`src/hw/asrc_pkg.sv`:
```
// Package: constants, types and timing for the async SRAM requester
package asrc_pkg;

  // Geometry
  localparam int unsigned WORD_SELECT_W = 17;      // Word-select width
  localparam int unsigned BYTE_W        = 8;       // Byte lane width
  localparam int unsigned DEPTH         = 131072;  // Locations

  // Clock
  localparam int unsigned CLK_PERIOD_PS = 5000;    // 200 MHz

  // Timing figures in ns (recovery in ms), as printed
  localparam int unsigned CYCLE_MIN_NS     = 70;   // Least access spacing
  localparam int unsigned ACCESS_MAX_NS    = 70;   // Address/select access
  localparam int unsigned GATE_ACCESS_NS   = 35;   // Output gate access
  localparam int unsigned STROBE_MIN_NS    = 50;   // Write strobe width
  localparam int unsigned SELECT_MIN_NS    = 60;   // Select to end of write
  localparam int unsigned DATA_SETUP_NS    = 30;   // Data before end of write
  localparam int unsigned FLOAT_MAX_NS     = 25;   // Device release time
  localparam int unsigned RECOVERY_MS      = 5;    // After supply return

  // Cycle counts, least times rounded up
  localparam int unsigned CYCLE_CYC  = (CYCLE_MIN_NS * 1000 + CLK_PERIOD_PS - 1) / CLK_PERIOD_PS;
  localparam int unsigned ACCESS_CYC = (ACCESS_MAX_NS * 1000 + CLK_PERIOD_PS - 1) / CLK_PERIOD_PS;
  localparam int unsigned GATE_CYC   = (GATE_ACCESS_NS * 1000 + CLK_PERIOD_PS - 1) / CLK_PERIOD_PS;
  localparam int unsigned STROBE_CYC = (STROBE_MIN_NS * 1000 + CLK_PERIOD_PS - 1) / CLK_PERIOD_PS;
  localparam int unsigned SELECT_CYC = (SELECT_MIN_NS * 1000 + CLK_PERIOD_PS - 1) / CLK_PERIOD_PS;
  localparam int unsigned SETUP_CYC  = (DATA_SETUP_NS * 1000 + CLK_PERIOD_PS - 1) / CLK_PERIOD_PS;
  localparam int unsigned FLOAT_CYC  = (FLOAT_MAX_NS * 1000 + CLK_PERIOD_PS - 1) / CLK_PERIOD_PS;
  localparam longint unsigned RECOVERY_CYC_DEF =
    (64'(RECOVERY_MS) * 64'd1000000000 + 64'(CLK_PERIOD_PS) - 64'd1) / 64'(CLK_PERIOD_PS);

  // Counter width
  localparam int unsigned CNT_W = 8;
  localparam int unsigned REC_W = 24;

  // Reset values of pins
  localparam logic RST_SELECT_LOW  = 1'b1;         // Deselected
  localparam logic RST_SELECT_HIGH = 1'b0;         // Deselected
  localparam logic RST_GATE_N      = 1'b1;         // Output gate off
  localparam logic RST_STROBE      = 1'b1;         // Read level

  // Request from user side
  typedef struct packed {
    logic                     write;
    logic [WORD_SELECT_W-1:0] wordSelect;
    logic [BYTE_W-1:0]        data;
  } asrc_req_t;

  // Control pins to the memory
  typedef struct packed {
    logic                     selectActiveLow_n;
    logic                     selectActiveHigh;
    logic                     outputGate_n;
    logic                     readWrite;
    logic [WORD_SELECT_W-1:0] wordSelect;
  } asrc_pins_t;

  // Sequencer states
  typedef enum logic [2:0] {
    ST_RECOVER,
    ST_IDLE,
    ST_READ,
    ST_WRITE,
    ST_SPACE,
    ST_RETAIN
  } asrc_state_t;

endpackage : asrc_pkg

```
`src/hw/asrc_requester.sv`:
```
// Requester that drives an asynchronous 128K x 8 static memory
//
// Behaviour
// - Read keeps strobe high, gate low
// - Write uses both selects and strobe low
// - Strobe 50, select 60, data 30 ns
// - Accesses start no closer than 70 ns
// - Never drive against device outputs
// - Deselect for retention; wait 5 ms after
`timescale 1ns/100ps
module asrc_requester #(
  parameter longint unsigned RECOVERY_CYC = asrc_pkg::RECOVERY_CYC_DEF  // Shorten in sim
) (
  // Clock and reset
  input  wire logic                              clk,
  input  wire logic                              rst_n,
  // User request side
  input  wire logic                              reqValid,
  output logic                                   reqReady,
  input  wire asrc_pkg::asrc_req_t               req,
  output logic                                   rspValid,
  output logic [asrc_pkg::BYTE_W-1:0]            rspData,
  // Retention control
  input  wire logic                              retainReq,
  input  wire logic                              supplyGood,
  output logic                                   retaining,
  // Memory control pins
  output asrc_pkg::asrc_pins_t                   pins,
  // Byte lines, split three ways
  input  wire logic [asrc_pkg::BYTE_W-1:0]       byteLinesIn,
  output logic      [asrc_pkg::BYTE_W-1:0]       byteLinesOut,
  output logic                                   byteLinesOe
);

  ////////////////////////////////////////////////////////////////////////////
  // State and counters
  asrc_pkg::asrc_state_t             state;       // Sequencer state
  asrc_pkg::asrc_state_t             next_state;  // Next sequencer state
  logic [asrc_pkg::CNT_W-1:0]        cnt;         // Cycles in phase
  logic [asrc_pkg::REC_W-1:0]        recCnt;      // Recovery wait
  asrc_pkg::asrc_req_t               held;        // Latched request
  logic [asrc_pkg::BYTE_W-1:0]       syncData;    // Synchronised byte lines
  logic                              supplySync;  // Synchronised supply flag

  ////////////////////////////////////////////////////////////////////////////
  // Phase ends as named wires
  wire readDone   = (cnt == asrc_pkg::CNT_W'(asrc_pkg::ACCESS_CYC + 4));  // Access plus sync
  wire writeHold  = (cnt >= asrc_pkg::CNT_W'(asrc_pkg::FLOAT_CYC));       // Device released
  wire writeDone  = (cnt == asrc_pkg::CNT_W'(asrc_pkg::SELECT_CYC));      // Select width met
  wire strobeLow  = (cnt <  asrc_pkg::CNT_W'(asrc_pkg::SELECT_CYC));      // Strobe window
  wire spaceDone  = (cnt >= asrc_pkg::CNT_W'(asrc_pkg::FLOAT_CYC));       // Bus turnaround
  wire recDone    = (recCnt >= asrc_pkg::REC_W'(RECOVERY_CYC));           // Recovery over
  wire inRead     = (state == asrc_pkg::ST_READ);
  wire inWrite    = (state == asrc_pkg::ST_WRITE);
  wire selected   = inRead || inWrite;

  ////////////////////////////////////////////////////////////////////////////
  // Synchronisers for pin inputs (byte lines and supply flag)
  asrc_sync3 #(
    .W (asrc_pkg::BYTE_W + 1)
  ) u_sync (
    .clk     (clk),
    .rst_n   (rst_n),
    .asyncIn ({supplyGood, byteLinesIn}),
    .syncOut ({supplySync, syncData})
  );

  ////////////////////////////////////////////////////////////////////////////
  // Next state
  always_comb
  begin
    next_state = state;
    case (state)
      // Wait out recovery after power-up or retention
      asrc_pkg::ST_RECOVER:
        if (recDone && supplySync)
          next_state = asrc_pkg::ST_IDLE;
      // Take one request at a time
      asrc_pkg::ST_IDLE:
        if (retainReq)
          next_state = asrc_pkg::ST_RETAIN;
        else if (reqValid)
          next_state = req.write ? asrc_pkg::ST_WRITE : asrc_pkg::ST_READ;
      // Read: hold until data sampled
      asrc_pkg::ST_READ:
        if (readDone)
          next_state = asrc_pkg::ST_SPACE;
      // Write: end by strobe rise, selects still asserted
      asrc_pkg::ST_WRITE:
        if (writeDone)
          next_state = asrc_pkg::ST_SPACE;
      // Turnaround keeps spacing
      asrc_pkg::ST_SPACE:
        if (spaceDone)
          next_state = asrc_pkg::ST_IDLE;
      // Stay deselected until released
      asrc_pkg::ST_RETAIN:
        if (!retainReq)
          next_state = asrc_pkg::ST_RECOVER;
      default:
        next_state = asrc_pkg::ST_IDLE;
    endcase
  end

  ////////////////////////////////////////////////////////////////////////////
  // State and phase counter
  always_ff @(posedge clk)
  begin
    if (!rst_n)
    begin
      state <= asrc_pkg::ST_RECOVER;
      cnt   <= '0;
    end
    else
    begin
      state <= next_state;
      cnt   <= (next_state != state) ? '0 : cnt + 1'b1;
    end
  end

  ////////////////////////////////////////////////////////////////////////////
  // Recovery counter, cleared while supply low or retaining
  always_ff @(posedge clk)
  begin
    if (!rst_n)
      recCnt <= '0;
    else if (state != asrc_pkg::ST_RECOVER || !supplySync)
      recCnt <= '0;
    else if (!recDone)
      recCnt <= recCnt + 1'b1;
  end

  ////////////////////////////////////////////////////////////////////////////
  // Latch request on acceptance, stable for whole access
  always_ff @(posedge clk)
  begin
    if (!rst_n)
      held <= '0;
    else if (reqValid && reqReady)
      held <= req;
  end

  ////////////////////////////////////////////////////////////////////////////
  // Control pins from flip-flops
  always_ff @(posedge clk)
  begin
    if (!rst_n)
    begin
      pins.selectActiveLow_n <= asrc_pkg::RST_SELECT_LOW;
      pins.selectActiveHigh  <= asrc_pkg::RST_SELECT_HIGH;
      pins.outputGate_n      <= asrc_pkg::RST_GATE_N;
      pins.readWrite         <= asrc_pkg::RST_STROBE;
      pins.wordSelect        <= '0;
    end
    else
    begin
      // Both selects asserted only during an access
      pins.selectActiveLow_n <= !(next_state == asrc_pkg::ST_READ ||
                                  next_state == asrc_pkg::ST_WRITE);
      pins.selectActiveHigh  <= (next_state == asrc_pkg::ST_READ ||
                                 next_state == asrc_pkg::ST_WRITE);
      // Gate low only for reads; high in writes floats device
      pins.outputGate_n      <= !(next_state == asrc_pkg::ST_READ);
      // Strobe low from select onward, low select and strobe fall together
      pins.readWrite         <= !(next_state == asrc_pkg::ST_WRITE &&
                                  (state != asrc_pkg::ST_WRITE || cnt + 1'b1 <
                                   asrc_pkg::CNT_W'(asrc_pkg::SELECT_CYC)));
      if (reqValid && reqReady)
        pins.wordSelect <= req.wordSelect;
    end
  end

  ////////////////////////////////////////////////////////////////////////////
  // Byte line drive: only after device release, never in reads
  always_ff @(posedge clk)
  begin
    if (!rst_n)
    begin
      byteLinesOe  <= 1'b0;
      byteLinesOut <= '0;
    end
    else
    begin
      byteLinesOe  <= inWrite && writeHold && strobeLow;
      byteLinesOut <= held.data;
    end
  end

  ////////////////////////////////////////////////////////////////////////////
  // Read data capture
  always_ff @(posedge clk)
  begin
    if (!rst_n)
    begin
      rspValid <= 1'b0;
      rspData  <= '0;
    end
    else
    begin
      rspValid <= inRead && readDone;
      if (inRead && readDone)
        rspData <= syncData;
    end
  end

  ////////////////////////////////////////////////////////////////////////////
  // Handshake and status
  assign reqReady  = (state == asrc_pkg::ST_IDLE) && !retainReq;
  assign retaining = (state == asrc_pkg::ST_RETAIN);

endmodule : asrc_requester

```
`src/hw/asrc_sync3.sv`:
```
// Three-stage synchroniser, change taken when stages two and three agree
`timescale 1ns/100ps
module asrc_sync3 #(
  parameter int unsigned W = 8
) (
  // Clock and reset
  input  wire logic         clk,
  input  wire logic         rst_n,
  // Data
  input  wire logic [W-1:0] asyncIn,
  output logic      [W-1:0] syncOut
);

  ////////////////////////////////////////////////////////////////////////////
  logic [W-1:0] stage1;   // Metastable catch, read by stage2 only
  logic [W-1:0] stage2;   // Second stage
  logic [W-1:0] stage3;   // Third stage

  genvar i;
  generate
    for (i = 0; i < W; i++) begin : g_bit
      // Per-bit shift and agreement filter
      always_ff @(posedge clk)
      begin
        if (!rst_n)
        begin
          stage1[i]  <= 1'b0;
          stage2[i]  <= 1'b0;
          stage3[i]  <= 1'b0;
          syncOut[i] <= 1'b0;
        end
        else
        begin
          stage1[i] <= asyncIn[i];
          stage2[i] <= stage1[i];
          stage3[i] <= stage2[i];
          if (stage2[i] == stage3[i])
            syncOut[i] <= stage3[i];
        end
      end
    end
  endgenerate

endmodule : asrc_sync3

```
`config.mk`:
```
export PLATFORM = sky130hd
export DESIGN_NAME = asrc_requester
export DESIGN_NICKNAME = d
export VERILOG_FILES = /design/src/hw/asrc_pkg.sv /design/src/hw/asrc_requester.sv /design/src/hw/asrc_sync3.sv
export SDC_FILE = /design/constraint.sdc
export NUM_CORES = 1
export LEC_CHECK = 0
export BUFFER_PORTS_ARGS = -buffer_cell sky130_fd_sc_hd__buf_2
export CAP_MARGIN = 20
export CELL_PAD_IN_SITES_DETAIL_PLACEMENT = 1
export CELL_PAD_IN_SITES_GLOBAL_PLACEMENT = 2
export CORE_ASPECT_RATIO = 1.75
export CORE_MARGIN = 5
export CORE_UTILIZATION = 31
export CTS_CLUSTER_DIAMETER = 200
export DETAILED_ROUTE_END_ITERATION = 7
export GPL_ROUTABILITY_DRIVEN = 0
export PLACE_DENSITY_LB_ADDON = 0.1
export SETUP_SLACK_MARGIN = 0.3
export SLEW_MARGIN = 20
export SYNTH_ARGS = -nofsm -noshare
export SYNTH_HDL_FRONTEND = slang
export SYNTH_SLANG_ARGS = --single-unit
```
`constraint.sdc`:
```
create_clock -name clk -period 2.63 [get_ports clk]
set_input_delay 0.263 -clock clk [delete_from_list [all_inputs] [get_ports clk]]
set_output_delay 0.263 -clock clk [all_outputs]
set_load 0.005 [all_outputs]
```
==> impl_summary.txt, run 1 <==
----------------------------------------------------
[Outcome]
  Outcome ... finished, final reports clean

[Pwr]
  Pwr Total ... approximately 4.2 mW
  Leak pwr ... 2.21 nW
  Power Density ... 744 nW/um2
  Peak VDD IR ... 0.372 mV

[Layout]
  # fillers ... 1667
  Number of nets in the finished design ... 618
  Post-layout instance area ... about 5600 um2
  Count of placed standard cells in the final layout, fillers left out ... 766
  Share of post-route cells with drive strength above 1 ... 21.7%
  Synthesis-to-finish area growth ... 25.4%
  Combined area of the multi-input logic cells ... 1960 um2
  Antenna diodes ... 0
  Sequential cell area ... 2360 um2

[Timing]
  Crit path time final ... about 2.1 ns
  Final clock period utilization by the worst path ... 79.1%
  Setup violators final ... 0
  Aggregate negative setup slack ... 0 ns
  Setup repair after global routing missed its margin ... no
  Count of final hold-check violations ... 0
  Slew @ Worst Pin ... 0.883 ns
  Max Clock Skew ... 0.00733 ns
  Max Freq ... approximately 480 MHz
  Pins over their slew limit ... 0
  Relative slew slack ... between 40% and 50%

[Global route]
  Pin count of the biggest net entering global routing ... 30
  Grt total ovfl ... 0
  Wire length of the first global-routing pass ... around 19000 um
  Overall track demand over capacity in global routing ... between 10% and 20%
  Antenna violations before repair ... 0
  Via count of the first global-routing pass ... 4039

[Clocking]
  Clock-pin slew on the worst setup and hold paths ... around 0.060 ns
  Quantity of gates resized following cts ... 0
  H-tree levels ... 4
  Max Root-Sink Buffers ... 2
  Clock insertion delay at the later pin of the skew report ... 0.41 ns
  TritonCTS clock tree ... built
  Root buffer selected by CTS ... sky130_fd_sc_hd__clkbuf_16
  CTS buffer count ... 17
  Cts-stage hold buffer count ... 0
  Post-CTS repair timing setup buffer count ... 0
  Number of clock sinks ... 118

[Yosys]
  Synthesized net count ... 540
  Post-Synthesis Cell Area ... between 4000 and 5000 um2
  Mapped Cells ... 495
  Avg Synthesized Cell Area ... 9.08 um2
  Number of enable flip-flop cells after synthesis ... 0
  Leading cell type by number of instances after synthesis ... sky130_fd_sc_hd__dfxtp_1
  Most used flip-flop cell after synthesis ... sky130_fd_sc_hd__dfxtp_1
  Leading area contributor after synthesis ... sky130_fd_sc_hd__dfxtp_1
  Synthesized-area fraction occupied by adder cells ... under 10%
  Synth top area cells ... sky130_fd_sc_hd__dfxtp_1, sky130_fd_sc_hd__nand2_1, sky130_fd_sc_hd__and2_1
  Fraction of the yosys area taken by sequential cells ... 52.5%
  Count of state elements after synthesis ... 118
  Complex-gate fraction of the synthesized area ... 10.4%
  Parity-gate share of the synthesized area counting xor and xnor cells ... 4.68%
  Most instantiated cells after synthesis ... sky130_fd_sc_hd__dfxtp_1, sky130_fd_sc_hd__nand2_1, sky130_fd_sc_hd__a21oi_1
  Number of warnings reported in the yosys synthesis log ... 0
  Simple-gate share of the synthesized area ... 25.2%
  Top cell type's share of synthesized area ... between 50% and 60%
  Async SR Flop Fraction ... 0%
  Largest family of logic cells by synthesized area ... simple AND/OR/NAND/NOR gates
  Proportion of synthesized area in mux cells ... 1.78%
  Post-synthesis cell type count ... 52

[Floorplanning]
  Core Rows ... 58
  Die height ... roughly 170 um
  Total I/O pin count ... 80
  Floorplan die width ... ~100 um
  Floorplan die area ... ~17000 um2
  Initial Util ... 31.4%
  Placeable core region ... 14300 um2

[Worst setup path]
  CP arrival ... ~2.4 ns
  CP startpoint ... recCnt[6]$_SDFFE_PP0P_
  Highest fanout seen on the critical path ... 12
  Endpoint kind of the worst setup timing path ... register
  Worst r2r src ... recCnt[6]$_SDFFE_PP0P_
  Required time reported for the critical path endpoint ... 2.90 ns
  Depth of the most critical reg-to-reg path ... 6
  Nature of the critical path startpoint ... register
  Critical setup path kind ... register to register

[Detailed routing]
  Post-Route WL ... 11200 um
  Wirelength per Cell ... approximately 15 um
  Number of nets with antenna violations after routing ... 0
  Via count ... 3630
  Iter 0 DRT Violations ... 86
  Ratio of routed vias to standard cells ... 4.74
  Remaining design rule violation count ... 0
  First-pass iteration count of the detailed router ... 4

[Placed design]
  HPWL after detailed placement ... 7930 um
  Placed cells ... 734
  Cell area after placement ... 5050 um2
  IO Port Bufs ... 79

[Flow run]
  Max-cap check violation count ... 0

[Min path]
  Worst hold path cell count ... 2
  HP Start ... byteLinesIn[5]
  Worst Hold Class ... primary input to register

----------------------------------------------------
==> worst max-delay path, stage by stage (launching register included) <==
cell	delay [ns]
sky130_fd_sc_hd__dfxtp_1	0.35
sky130_fd_sc_hd__o311ai_1	0.34
sky130_fd_sc_hd__a31oi_1	0.36
sky130_fd_sc_hd__buf_4	0.31
sky130_fd_sc_hd__nor4_1	0.35
sky130_fd_sc_hd__xnor2_1	0.16
sky130_fd_sc_hd__nor2_1	0.06
==> registers in the layout (all words and copies together) (netlist names) <==
name / count
cnt: 8
rspData: 8
u_sync.syncOut: 9
rspValid: 1
byteLinesOe: 1
u_sync.stage2: 9
recCnt: 24
u_sync.stage3: 9
pins: 21
byteLinesOut: 8
held: 8
state: 3
u_sync.stage1: 9
==> logic make-up (layout without fill, tap and decap cells) <==
family / after synthesis / in the layout
xor+xnor: 24 / 24
fa+ha+maj: 6 / 6
compound gates: 76 / 76
flops: 118 / 118
buf+inv: 42 / 133
simple gates: 221 / 221
mux: 8 / 8
==> worst paths after layout <==
check	slack, ns	endpoint
setup reg to reg	0.55	recCnt[5]$_SDFFE_PP0P_
setup / recovery	0.55	recCnt[5]$_SDFFE_PP0P_
hold / removal	0.06	u_sync.stage1[5]$_SDFF_PN0_
hold reg to reg	0.43	u_sync.stage2[6]$_SDFF_PN0_
==> metal layers <==
metal | vias up | GRT usage, % | wire length (um)
li1 | 1815 | - | -
met1 | 1727 | 14.9 | 4500
met2 | 66 | 25.8 | 6010
met3 | 22 | 5.14 | 491
met4 | 0 | 5.21 | 243
met5 | - | 0 | 0
==> area by class of cell <==
class	instances	share of cell area (%)
multi-input combinational	335	34.8
sequential	118	41.9
clock inverter	12	2.26
tap	180	3.99
clock buffer	20	8.10
timing repair buffer	86	7.94
inverter	15	0.998
==> layout by cell type, fill, tap and decap left out, drive strengths merged, types with 2 or more instances in the layout <==
| master | n |
|---|---|
| a211oi | 2 |
| or4 | 2 |
| buf | 86 |
| nor4b | 4 |
| clkbuf | 20 |
| bufinv | 2 |
| xnor2 | 23 |
| a21oi | 44 |
| clkinvlp | 4 |
| nor4 | 13 |
| nand3 | 10 |
| inv | 15 |
| mux2i | 8 |
| o21ai | 16 |
| nor3b | 2 |
| nand2b | 3 |
| dfxtp | 118 |
| a31oi | 2 |
| ha | 6 |
| nor3 | 6 |
| clkinv | 6 |
| a2111oi | 2 |
| nand4 | 5 |
| nand2 | 79 |
| and2 | 37 |
| and4 | 3 |
| and3 | 7 |
| nor2 | 43 |
==> power breakdown <==
part / total [mW] / leakage, nW / internal (mW) / switching, mW
clock: 2.27 / 0.278 / 1.44 / 0.832
sequential: 1.83 / 0.956 / 1.81 / 0.0163
combinational: 0.0983 / 0.980 / 0.0451 / 0.0532
==> through the flow <==
step                      worst slack, ns  util, %  hold slack [ns]
after floorplan                     0.892        -            0.390
after global placement              0.591     35.4            0.416
after detailed placement            0.515     35.4            0.420
after CTS                           0.502     39.4           0.0364
after global routing                0.361     39.4           0.0424
final                               0.549     39.4           0.0550
Power figures use the tool's default switching activity.
==> inputs of run 2 (changes only) <==
Clock period 2.63 ns to 2.05 ns, I/O delays scaled along.
==> run 2 against run 1 <==
Effect of this change:
- highest routed layer unchanged
- cell area grew 8.7%
- routed wire length grew 5.5%
- die area is the same
- power grew 31%
- non-clock buffer count grew 29
- first-iteration DRC count grew 10%
- critical endpoint is now cnt[6]$_SDFF_PP0_
- sequential cell count is the same
- hold slack lost 0.029 ns
==> impl_summary.txt, run 2 (synthesis gave the netlist of run 1 again) <==
----------------------------------------------------
[Pwr]
  Net switching share of the total power ... 22.4% (was 21.5%)
  Pwr Total ... 5.49 mW (was 4.20 mW)
  Sequential share of power ... 42.5% (was 43.5%)
  Power Density ... 895 nW/um2 (was 744 nW/um2)
  Sw Pwr ... 1.23 mW (was 0.901 mW)
  Power share of the combinational group ... 2.8% (was 2.3%)
  Clock power share ... 54.7% (was 54.1%)
  Internal Dissipation ... 4.26 mW (was 3.29 mW)
  Peak VDD IR ... 0.476 mV (was 0.372 mV)
  Leak pwr ... 2.37 nW (was 2.21 nW)

[Floorplanning]
  Initial Util ... 31.4% (unchanged)
  Total I/O pin count ... 80 (unchanged)
  Floorplan die width ... 101 um (unchanged)
  Core Rows ... 58 (unchanged)
  Floorplan die area ... 17100 um2 (unchanged)
  Die height ... 169 um (unchanged)
  Placeable core region ... 14300 um2 (unchanged)

[Worst setup path]
  Nature of the critical path startpoint ... register (unchanged)
  Endpoint kind of the worst setup timing path ... register (unchanged)
  Worst r2r src ... cnt[6]$_SDFF_PP0_ (was recCnt[6]$_SDFFE_PP0P_)
  Critical setup path kind ... register to register (unchanged)
  CP arrival ... 2.13 ns (was 2.35 ns)
  Required time reported for the critical path endpoint ... 2.39 ns (was 2.90 ns)
  Highest fanout seen on the critical path ... 8 (was 12)
  CP startpoint ... cnt[6]$_SDFF_PP0_ (was recCnt[6]$_SDFFE_PP0P_)

[Placed design]
  IO Port Bufs ... 79 (unchanged)
  HPWL after detailed placement ... 8120 um (was 7930 um)
  Placed cells ... 744 (was 734)

[Layout]
  Count of placed standard cells in the final layout, fillers left out ... 795 (was 766)
  # fillers ... 1630 (was 1667)
  Core occupancy in the finished layout ... 42.9% (was 39.4%)
  Max reg flops ... 24 (unchanged)
  Sequential cell area ... 2380 um2 (was 2360 um2)
  Share of post-route cells with drive strength above 1 ... 29.1% (was 21.7%)
  Number of nets in the finished design ... 647 (was 618)
  Synthesis-to-finish area growth ... 36.4% (was 25.4%)
  Most common cell after layout, fill and taps aside ... sky130_fd_sc_hd__dfxtp_1 (unchanged)
  Most frequent cells in the layout ... sky130_fd_sc_hd__dfxtp_1, sky130_fd_sc_hd__buf_2, sky130_fd_sc_hd__nand2_1 (was sky130_fd_sc_hd__dfxtp_1, sky130_fd_sc_hd__nand2_1, sky130_fd_sc_hd__buf_2)
  Top flop regs ... recCnt (24), pins (21) (unchanged)
  Antenna diodes ... 0 (unchanged)
  Combined area of the multi-input logic cells ... 2180 um2 (was 1960 um2)
  Register ranked first by flip-flop count ... recCnt (unchanged)

[Clocking]
  H-tree levels ... 4 (unchanged)
  Max Root-Sink Buffers ... 2 (unchanged)
  Root buffer selected by CTS ... sky130_fd_sc_hd__clkbuf_16 (unchanged)
  Clock insertion delay at the later pin of the skew report ... 0.41 ns (about the same)
  CTS buffer count ... 17 (unchanged)
  Clock-pin slew on the worst setup and hold paths ... 0.05 ns (was 0.06 ns)
  Number of clock sinks ... 118 (unchanged)
  TritonCTS clock tree ... built (unchanged)

[Timing]
  Setup repair after global routing missed its margin ... yes (was no)
  Count of final hold-check violations ... 0 (unchanged)
  Final clock period utilization by the worst path ... 87.6% (was 79.1%)
  Slew @ Worst Pin ... 0.396 ns (was 0.883 ns)
  Max Freq ... 557 MHz (was 480 MHz)
  Worst hold slack across all endpoints ... 0.0264 ns (was 0.0550 ns)
  Pins over their slew limit ... 0 (unchanged)
  Setup violators final ... 0 (unchanged)
  Crit path time final ... 1.80 ns (was 2.08 ns)
  Aggregate negative setup slack ... 0 ns (unchanged)
  Relative slew slack ... 72.9% (was 40.8%)
  Max Clock Skew ... 0.0102 ns (was 0.00733 ns)

[Flow run]
  Max-cap check violation count ... 0 (unchanged)

[Global route]
  Pin count of the biggest net entering global routing ... 28 (was 30)
  Grt total ovfl ... 0 (unchanged)
  Via count of the first global-routing pass ... 3965 (was 4039)
  Antenna violations before repair ... 0 (unchanged)
  Overall track demand over capacity in global routing ... 14.6% (was 14.3%)
  Wire length of the first global-routing pass ... 19500 um (was 19300 um)

[Detailed routing]
  Number of nets with antenna violations after routing ... 0 (unchanged)
  Wirelength per Cell ... 14.9 um (was 14.7 um)
  First-pass iteration count of the detailed router ... 4 (unchanged)
  Remaining design rule violation count ... 0 (unchanged)
  Via count ... 3774 (was 3630)
  Ratio of routed vias to standard cells ... 4.75 (was 4.74)
  Iter 0 DRT Violations ... 95 (was 86)
  Post-Route WL ... 11900 um (was 11200 um)

[Outcome]
  Outcome ... finished, final reports clean (unchanged)

[Min path]
  HP Start ... byteLinesIn[3] (was byteLinesIn[5])
  Worst Hold Class ... primary input to register (unchanged)

----------------------------------------------------
-- run 2: changes by cell type in the layout (fill, tap and decap cells not counted), sizes merged --
cell         before  now
buf              86  107
clkbuf           20   19
clkinv            6    5
dlygate4sd3       0    8
inv              15   17
-- run 2: worst max-delay path: stages (launching register included) --
cell and delay, ns:
sky130_fd_sc_hd__dfxtp_4 0.35, sky130_fd_sc_hd__or4_4 0.54, sky130_fd_sc_hd__a2111o_1 0.35, sky130_fd_sc_hd__a31oi_4 0.22, sky130_fd_sc_hd__o211ai_4 0.16, sky130_fd_sc_hd__nor2_1 0.12
-- run 2: layout make-up --
| class | count | area share [%] |
|---|---|---|
| sequential | 118 | 38.9 |
| multi-input combinational | 335 | 35.5 |
| timing repair buffer | 115 | 11.2 |
| clock buffer | 19 | 7.39 |
| tap | 180 | 3.67 |
| clock inverter | 13 | 2.41 |
| inverter | 15 | 0.918 |
-- run 2: path summary, 6_finish.rpt --
check,depth (start not counted),endpoint,slack [ns]
worst max-delay path,5,cnt[6]$_SDFF_PP0_,0.25
worst min-delay path,2,u_sync.stage1[3]$_SDFF_PN0_,0.03
worst max register to register,5,cnt[6]$_SDFF_PP0_,0.25
worst min register to register,1,u_sync.stage2[5]$_SDFF_PN0_,0.43
-- run 2: layer usage --
metal	track usage, %	vias up	wire length [um]
li1	-	1877	-
met3	4.57	15	530
met1	14.8	1822	4590
met5	0	-	0
met4	5.90	0	191
met2	27.0	60	6550
-- run 2: repair_timing --
action,CTS,global route
hold buffers,8,0
buffers inserted,2,9
setup endpoints to repair,18,42
pin swaps,6,19
resized for setup,13,38
endpoints found under the hold margin,8,0
cloned,0,0
-- run 2: through the flow --
stage	setup WS (ns)	cell area, um2
global route	0.190	6130
CTS	0.241	5860
global placement	0.195	5130
finish	0.254	6130
floorplan	0.312	4500
detailed placement	0.127	5130
-- run 2: power groups by stage --
stage | clock [mW] | combinational (mW) | sequential [mW]
5_1_grt | 3.20 | 0.175 | 2.33
6_report | 3.00 | 0.155 | 2.33
4_1_cts | 3.09 | 0.155 | 2.33
2_1_floorplan | 0 | 0.0703 | 2.38
3_3_place_gp | 0 | 0.139 | 2.39
3_5_place_dp | 0 | 0.141 | 2.39
==> inputs of run 3 (changes only) <==
Settings changed: CTS_CLUSTER_SIZE set to 12, SYNTH_HIERARCHICAL set to 1.
==> run 3 against run 2 <==
Effect of this change:
- sequential share of layout area is 2.1 points lower
- utilization is 1.2 points higher
- non-clock buffer count is 18 higher
- power fell by 0.82%
- sequential cell count did not move
- routed wire length is 11% higher
- critical path type unchanged
- largest cell class is now multi-input combinational cells
- largest power group unchanged
- highest routed layer unchanged
==> impl_summary.txt, run 3 <==
----------------------------------------------------
[Timing]
  Pins over their slew limit ... 0 (unchanged)
  Final clock period utilization by the worst path ... 91.1% (was 87.6%)
  Relative slew slack ... 59.4% (was 72.9%)
  Crit path time final ... 1.87 ns (was 1.80 ns)
  Count of final hold-check violations ... 0 (unchanged)
  Aggregate negative setup slack ... 0 ns (unchanged)
  Worst hold slack across all endpoints ... 0.0206 ns (was 0.0264 ns)
  Setup violators final ... 0 (unchanged)
  Max Clock Skew ... 0.0135 ns (was 0.0102 ns)
  Slew @ Worst Pin ... 0.609 ns (was 0.396 ns)
  Max Freq ... 535 MHz (was 557 MHz)
  Setup repair after global routing missed its margin ... yes (unchanged)

[Clocking]
  Clock insertion delay at the later pin of the skew report ... 0.41 ns (about the same)
  H-tree levels ... 4 (unchanged)
  Root buffer selected by CTS ... sky130_fd_sc_hd__clkbuf_16 (unchanged)
  Number of clock sinks ... 118 (unchanged)
  Clock-pin slew on the worst setup and hold paths ... 0.06 ns (was 0.05 ns)
  CTS buffer count ... 17 (unchanged)
  TritonCTS clock tree ... built (unchanged)
  Max Root-Sink Buffers ... 2 (unchanged)

[Detailed routing]
  Wirelength per Cell ... 16.1 um (was 14.9 um)
  Ratio of routed vias to standard cells ... 4.84 (was 4.75)
  Via count ... 3972 (was 3774)
  First-pass iteration count of the detailed router ... 4 (unchanged)
  Number of nets with antenna violations after routing ... 0 (unchanged)
  Post-Route WL ... 13200 um (was 11900 um)
  Remaining design rule violation count ... 0 (unchanged)
  Iter 0 DRT Violations ... 94 (was 95)

[Min path]
  Worst Hold Class ... primary input to register (unchanged)
  Worst hold path cell count ... 3 (was 2)

[Floorplanning]
  Floorplan die area ... 17500 um2 (was 17100 um2)
  Die height ... 171 um (was 169 um)
  Total I/O pin count ... 80 (unchanged)
  Core Rows ... 59 (was 58)
  Floorplan die width ... 102 um (was 101 um)
  Initial Util ... 31.2% (was 31.4%)
  Placeable core region ... 14800 um2 (was 14300 um2)

[Yosys]
  Most instantiated cells after synthesis ... sky130_fd_sc_hd__dfxtp_1, sky130_fd_sc_hd__nand2_1, sky130_fd_sc_hd__nor2_1 (was sky130_fd_sc_hd__dfxtp_1, sky130_fd_sc_hd__nand2_1, sky130_fd_sc_hd__a21oi_1)
  Mapped Cells ... 501 (was 495)
  Top cell type's share of synthesized area ... 51.3% (was 52.5%)
  Number of warnings reported in the yosys synthesis log ... 6 (was 0)
  Post-Synthesis Cell Area ... 4600 um2 (was 4500 um2)
  Synthesized net count ... 546 (was 540)
  Synth top area cells ... sky130_fd_sc_hd__dfxtp_1, sky130_fd_sc_hd__nand2_1, sky130_fd_sc_hd__and2_1 (unchanged)
  Number of enable flip-flop cells after synthesis ... 0 (unchanged)
  Fraction of the yosys area taken by sequential cells ... 51.3% (was 52.5%)
  Leading area contributor after synthesis ... sky130_fd_sc_hd__dfxtp_1 (unchanged)
  Avg Synthesized Cell Area ... 9.19 um2 (was 9.08 um2)
  Count of state elements after synthesis ... 118 (unchanged)
  Post-synthesis cell type count ... 56 (was 52)
  Most used flip-flop cell after synthesis ... sky130_fd_sc_hd__dfxtp_1 (unchanged)
  Leading cell type by number of instances after synthesis ... sky130_fd_sc_hd__dfxtp_1 (unchanged)
  Async SR Flop Fraction ... 0% (unchanged)

[Layout]
  Post-layout instance area ... 6500 um2 (was 6130 um2)
  Share of post-route cells with drive strength above 1 ... 35.6% (was 29.1%)
  Synthesis-to-finish area growth ... 41.4% (was 36.4%)
  Register ranked first by flip-flop count ... recCnt (unchanged)
  Most common cell after layout, fill and taps aside ... sky130_fd_sc_hd__dfxtp_1 (unchanged)
  Number of nets in the finished design ... 669 (was 647)
  Most frequent cells in the layout ... sky130_fd_sc_hd__dfxtp_1, sky130_fd_sc_hd__nand2_1, sky130_fd_sc_hd__buf_2 (was sky130_fd_sc_hd__dfxtp_1, sky130_fd_sc_hd__buf_2, sky130_fd_sc_hd__nand2_1)
  Top flop regs ... recCnt (24), pins (21) (unchanged)
  Antenna diodes ... 0 (unchanged)
  Max reg flops ... 24 (unchanged)
  # fillers ... 1705 (was 1630)

[Worst setup path]
  Highest fanout seen on the critical path ... 4 (was 8)
  Nature of the critical path startpoint ... register (unchanged)
  Depth of the most critical reg-to-reg path ... 7 (was 5)
  Required time reported for the critical path endpoint ... 2.33 ns (was 2.39 ns)
  Critical setup path kind ... register to register (unchanged)
  Endpoint kind of the worst setup timing path ... register (unchanged)
  CP arrival ... 2.15 ns (was 2.13 ns)

[Placed design]
  HPWL after detailed placement ... 9240 um (was 8120 um)
  IO Port Bufs ... 79 (unchanged)
  Cell area after placement ... 5450 um2 (was 5130 um2)

[Global route]
  Pin count of the biggest net entering global routing ... 26 (was 28)
  Overall track demand over capacity in global routing ... 15.7% (was 14.6%)
  Grt total ovfl ... 0 (unchanged)
  Wire length of the first global-routing pass ... 21200 um (was 19500 um)
  Via count of the first global-routing pass ... 4308 (was 3965)
  Antenna violations before repair ... 0 (unchanged)

[Flow run]
  Max-cap check violation count ... 0 (unchanged)

[Pwr]
  Power Density ... 837 nW/um2 (was 895 nW/um2)
  Leak pwr ... 2.66 nW (was 2.37 nW)
  Peak VDD IR ... 0.540 mV (was 0.476 mV)
  Pwr Total ... 5.44 mW (was 5.49 mW)

[Outcome]
  Outcome ... finished, final reports clean (unchanged)

----------------------------------------------------
-- run 3: changes by cell type in the layout (fill, tap and decap cells not counted), moves of 5 or more --
cell	delta
sky130_fd_sc_hd__a21oi_1	-14
sky130_fd_sc_hd__buf_4	+13
sky130_fd_sc_hd__xnor2_1	-9
sky130_fd_sc_hd__and2_2	+8
sky130_fd_sc_hd__a21boi_0	+7
sky130_fd_sc_hd__inv_1	-7
sky130_fd_sc_hd__nor2_1	-7
sky130_fd_sc_hd__nor3_1	-6
sky130_fd_sc_hd__inv_6	+5
sky130_fd_sc_hd__nor3_2	+5
sky130_fd_sc_hd__nor4b_2	+5
-- run 3: final timing paths --
path                               start                          end  slack [ns]
max                    cnt[1]$_SDFF_PP0_          pins[18]$_SDFF_PN1_        0.18
min                              req[17]         pins[9]$_SDFFE_PN0P_        0.02
max reg2reg            cnt[1]$_SDFF_PP0_          pins[18]$_SDFF_PN1_        0.18
min reg2reg  u_sync/stage1[6]$_SDFF_PN0_  u_sync/stage2[6]$_SDFF_PN0_        0.43
-- run 3: metal layers --
layer	up-vias	track usage (%)	wire length, um
met2	55	29.9	7620
met1	1933	15.6	4860
li1	1964	-	-
met5	-	0	0
met3	20	3.98	420
met4	0	6.91	293
-- run 3: cell families (layout without fill, tap and decap cells) --
logic type	Yosys count	count (layout)	share of synthesized area, %
buffers and inverters	38	174	3.56
xor gates and xnor gates	19	19	3.62
DFF	118	118	51.3
adders and majority gates	6	6	1.63
and+or+nand+nor	234	234	26.3
muxes	10	10	2.18
AOI/OAI and AO/OA	76	76	11.4
-- run 3: worst max-delay path, stage by stage (launching register included) --
cell                       delay [ns]
sky130_fd_sc_hd__dfxtp_4         0.38
sky130_fd_sc_hd__inv_4           0.05
sky130_fd_sc_hd__ha_4            0.14
sky130_fd_sc_hd__nand2b_4        0.15
sky130_fd_sc_hd__a21o_1          0.20
sky130_fd_sc_hd__a221oi_4        0.36
sky130_fd_sc_hd__nand3_1         0.14
sky130_fd_sc_hd__or3_1           0.33
-- run 3: per-stage QoR --
stage	worst slack, ns	utilization [%]	cells
after detailed placement	0.0426	36.9	763
after floorplan	0.275	-	501
after global placement	0.0879	36.9	763
after global routing	0.0253	44.1	820
final	0.182	44.1	820
after CTS	0.171	42.9	812
-- run 3: layout make-up --
cell class / count / area (um2) / area share, %
multi-input combinational: 345 / 2410 / 37.0
sequential: 118 / 2390 / 36.8
timing repair buffer: 133 / 858 / 13.2
clock buffer: 17 / 425 / 6.54
tap: 183 / 229 / 3.52
clock inverter: 15 / 154 / 2.37
inverter: 9 / 36.3 / 0.558
-- run 3: where the power goes --
part / switching [mW] / internal (mW) / total (mW)
logic: 0.0850 / 0.0932 / 0.178
registers: 0.0184 / 2.31 / 2.33
clock network: 1.22 / 1.72 / 2.93
total: 1.32 / 4.12 / 5.44
-- run 3: what timing repair did --
action | in CTS | in global routing
gates resized for setup | 34 | 27
pin swaps | 19 | 16
buffers inserted | 8 | 8
hold buffers | 9 | 0
hold endpoints to repair | 9 | 0
gates cloned | 0 | 0
endpoints found under the setup margin | 42 | 62
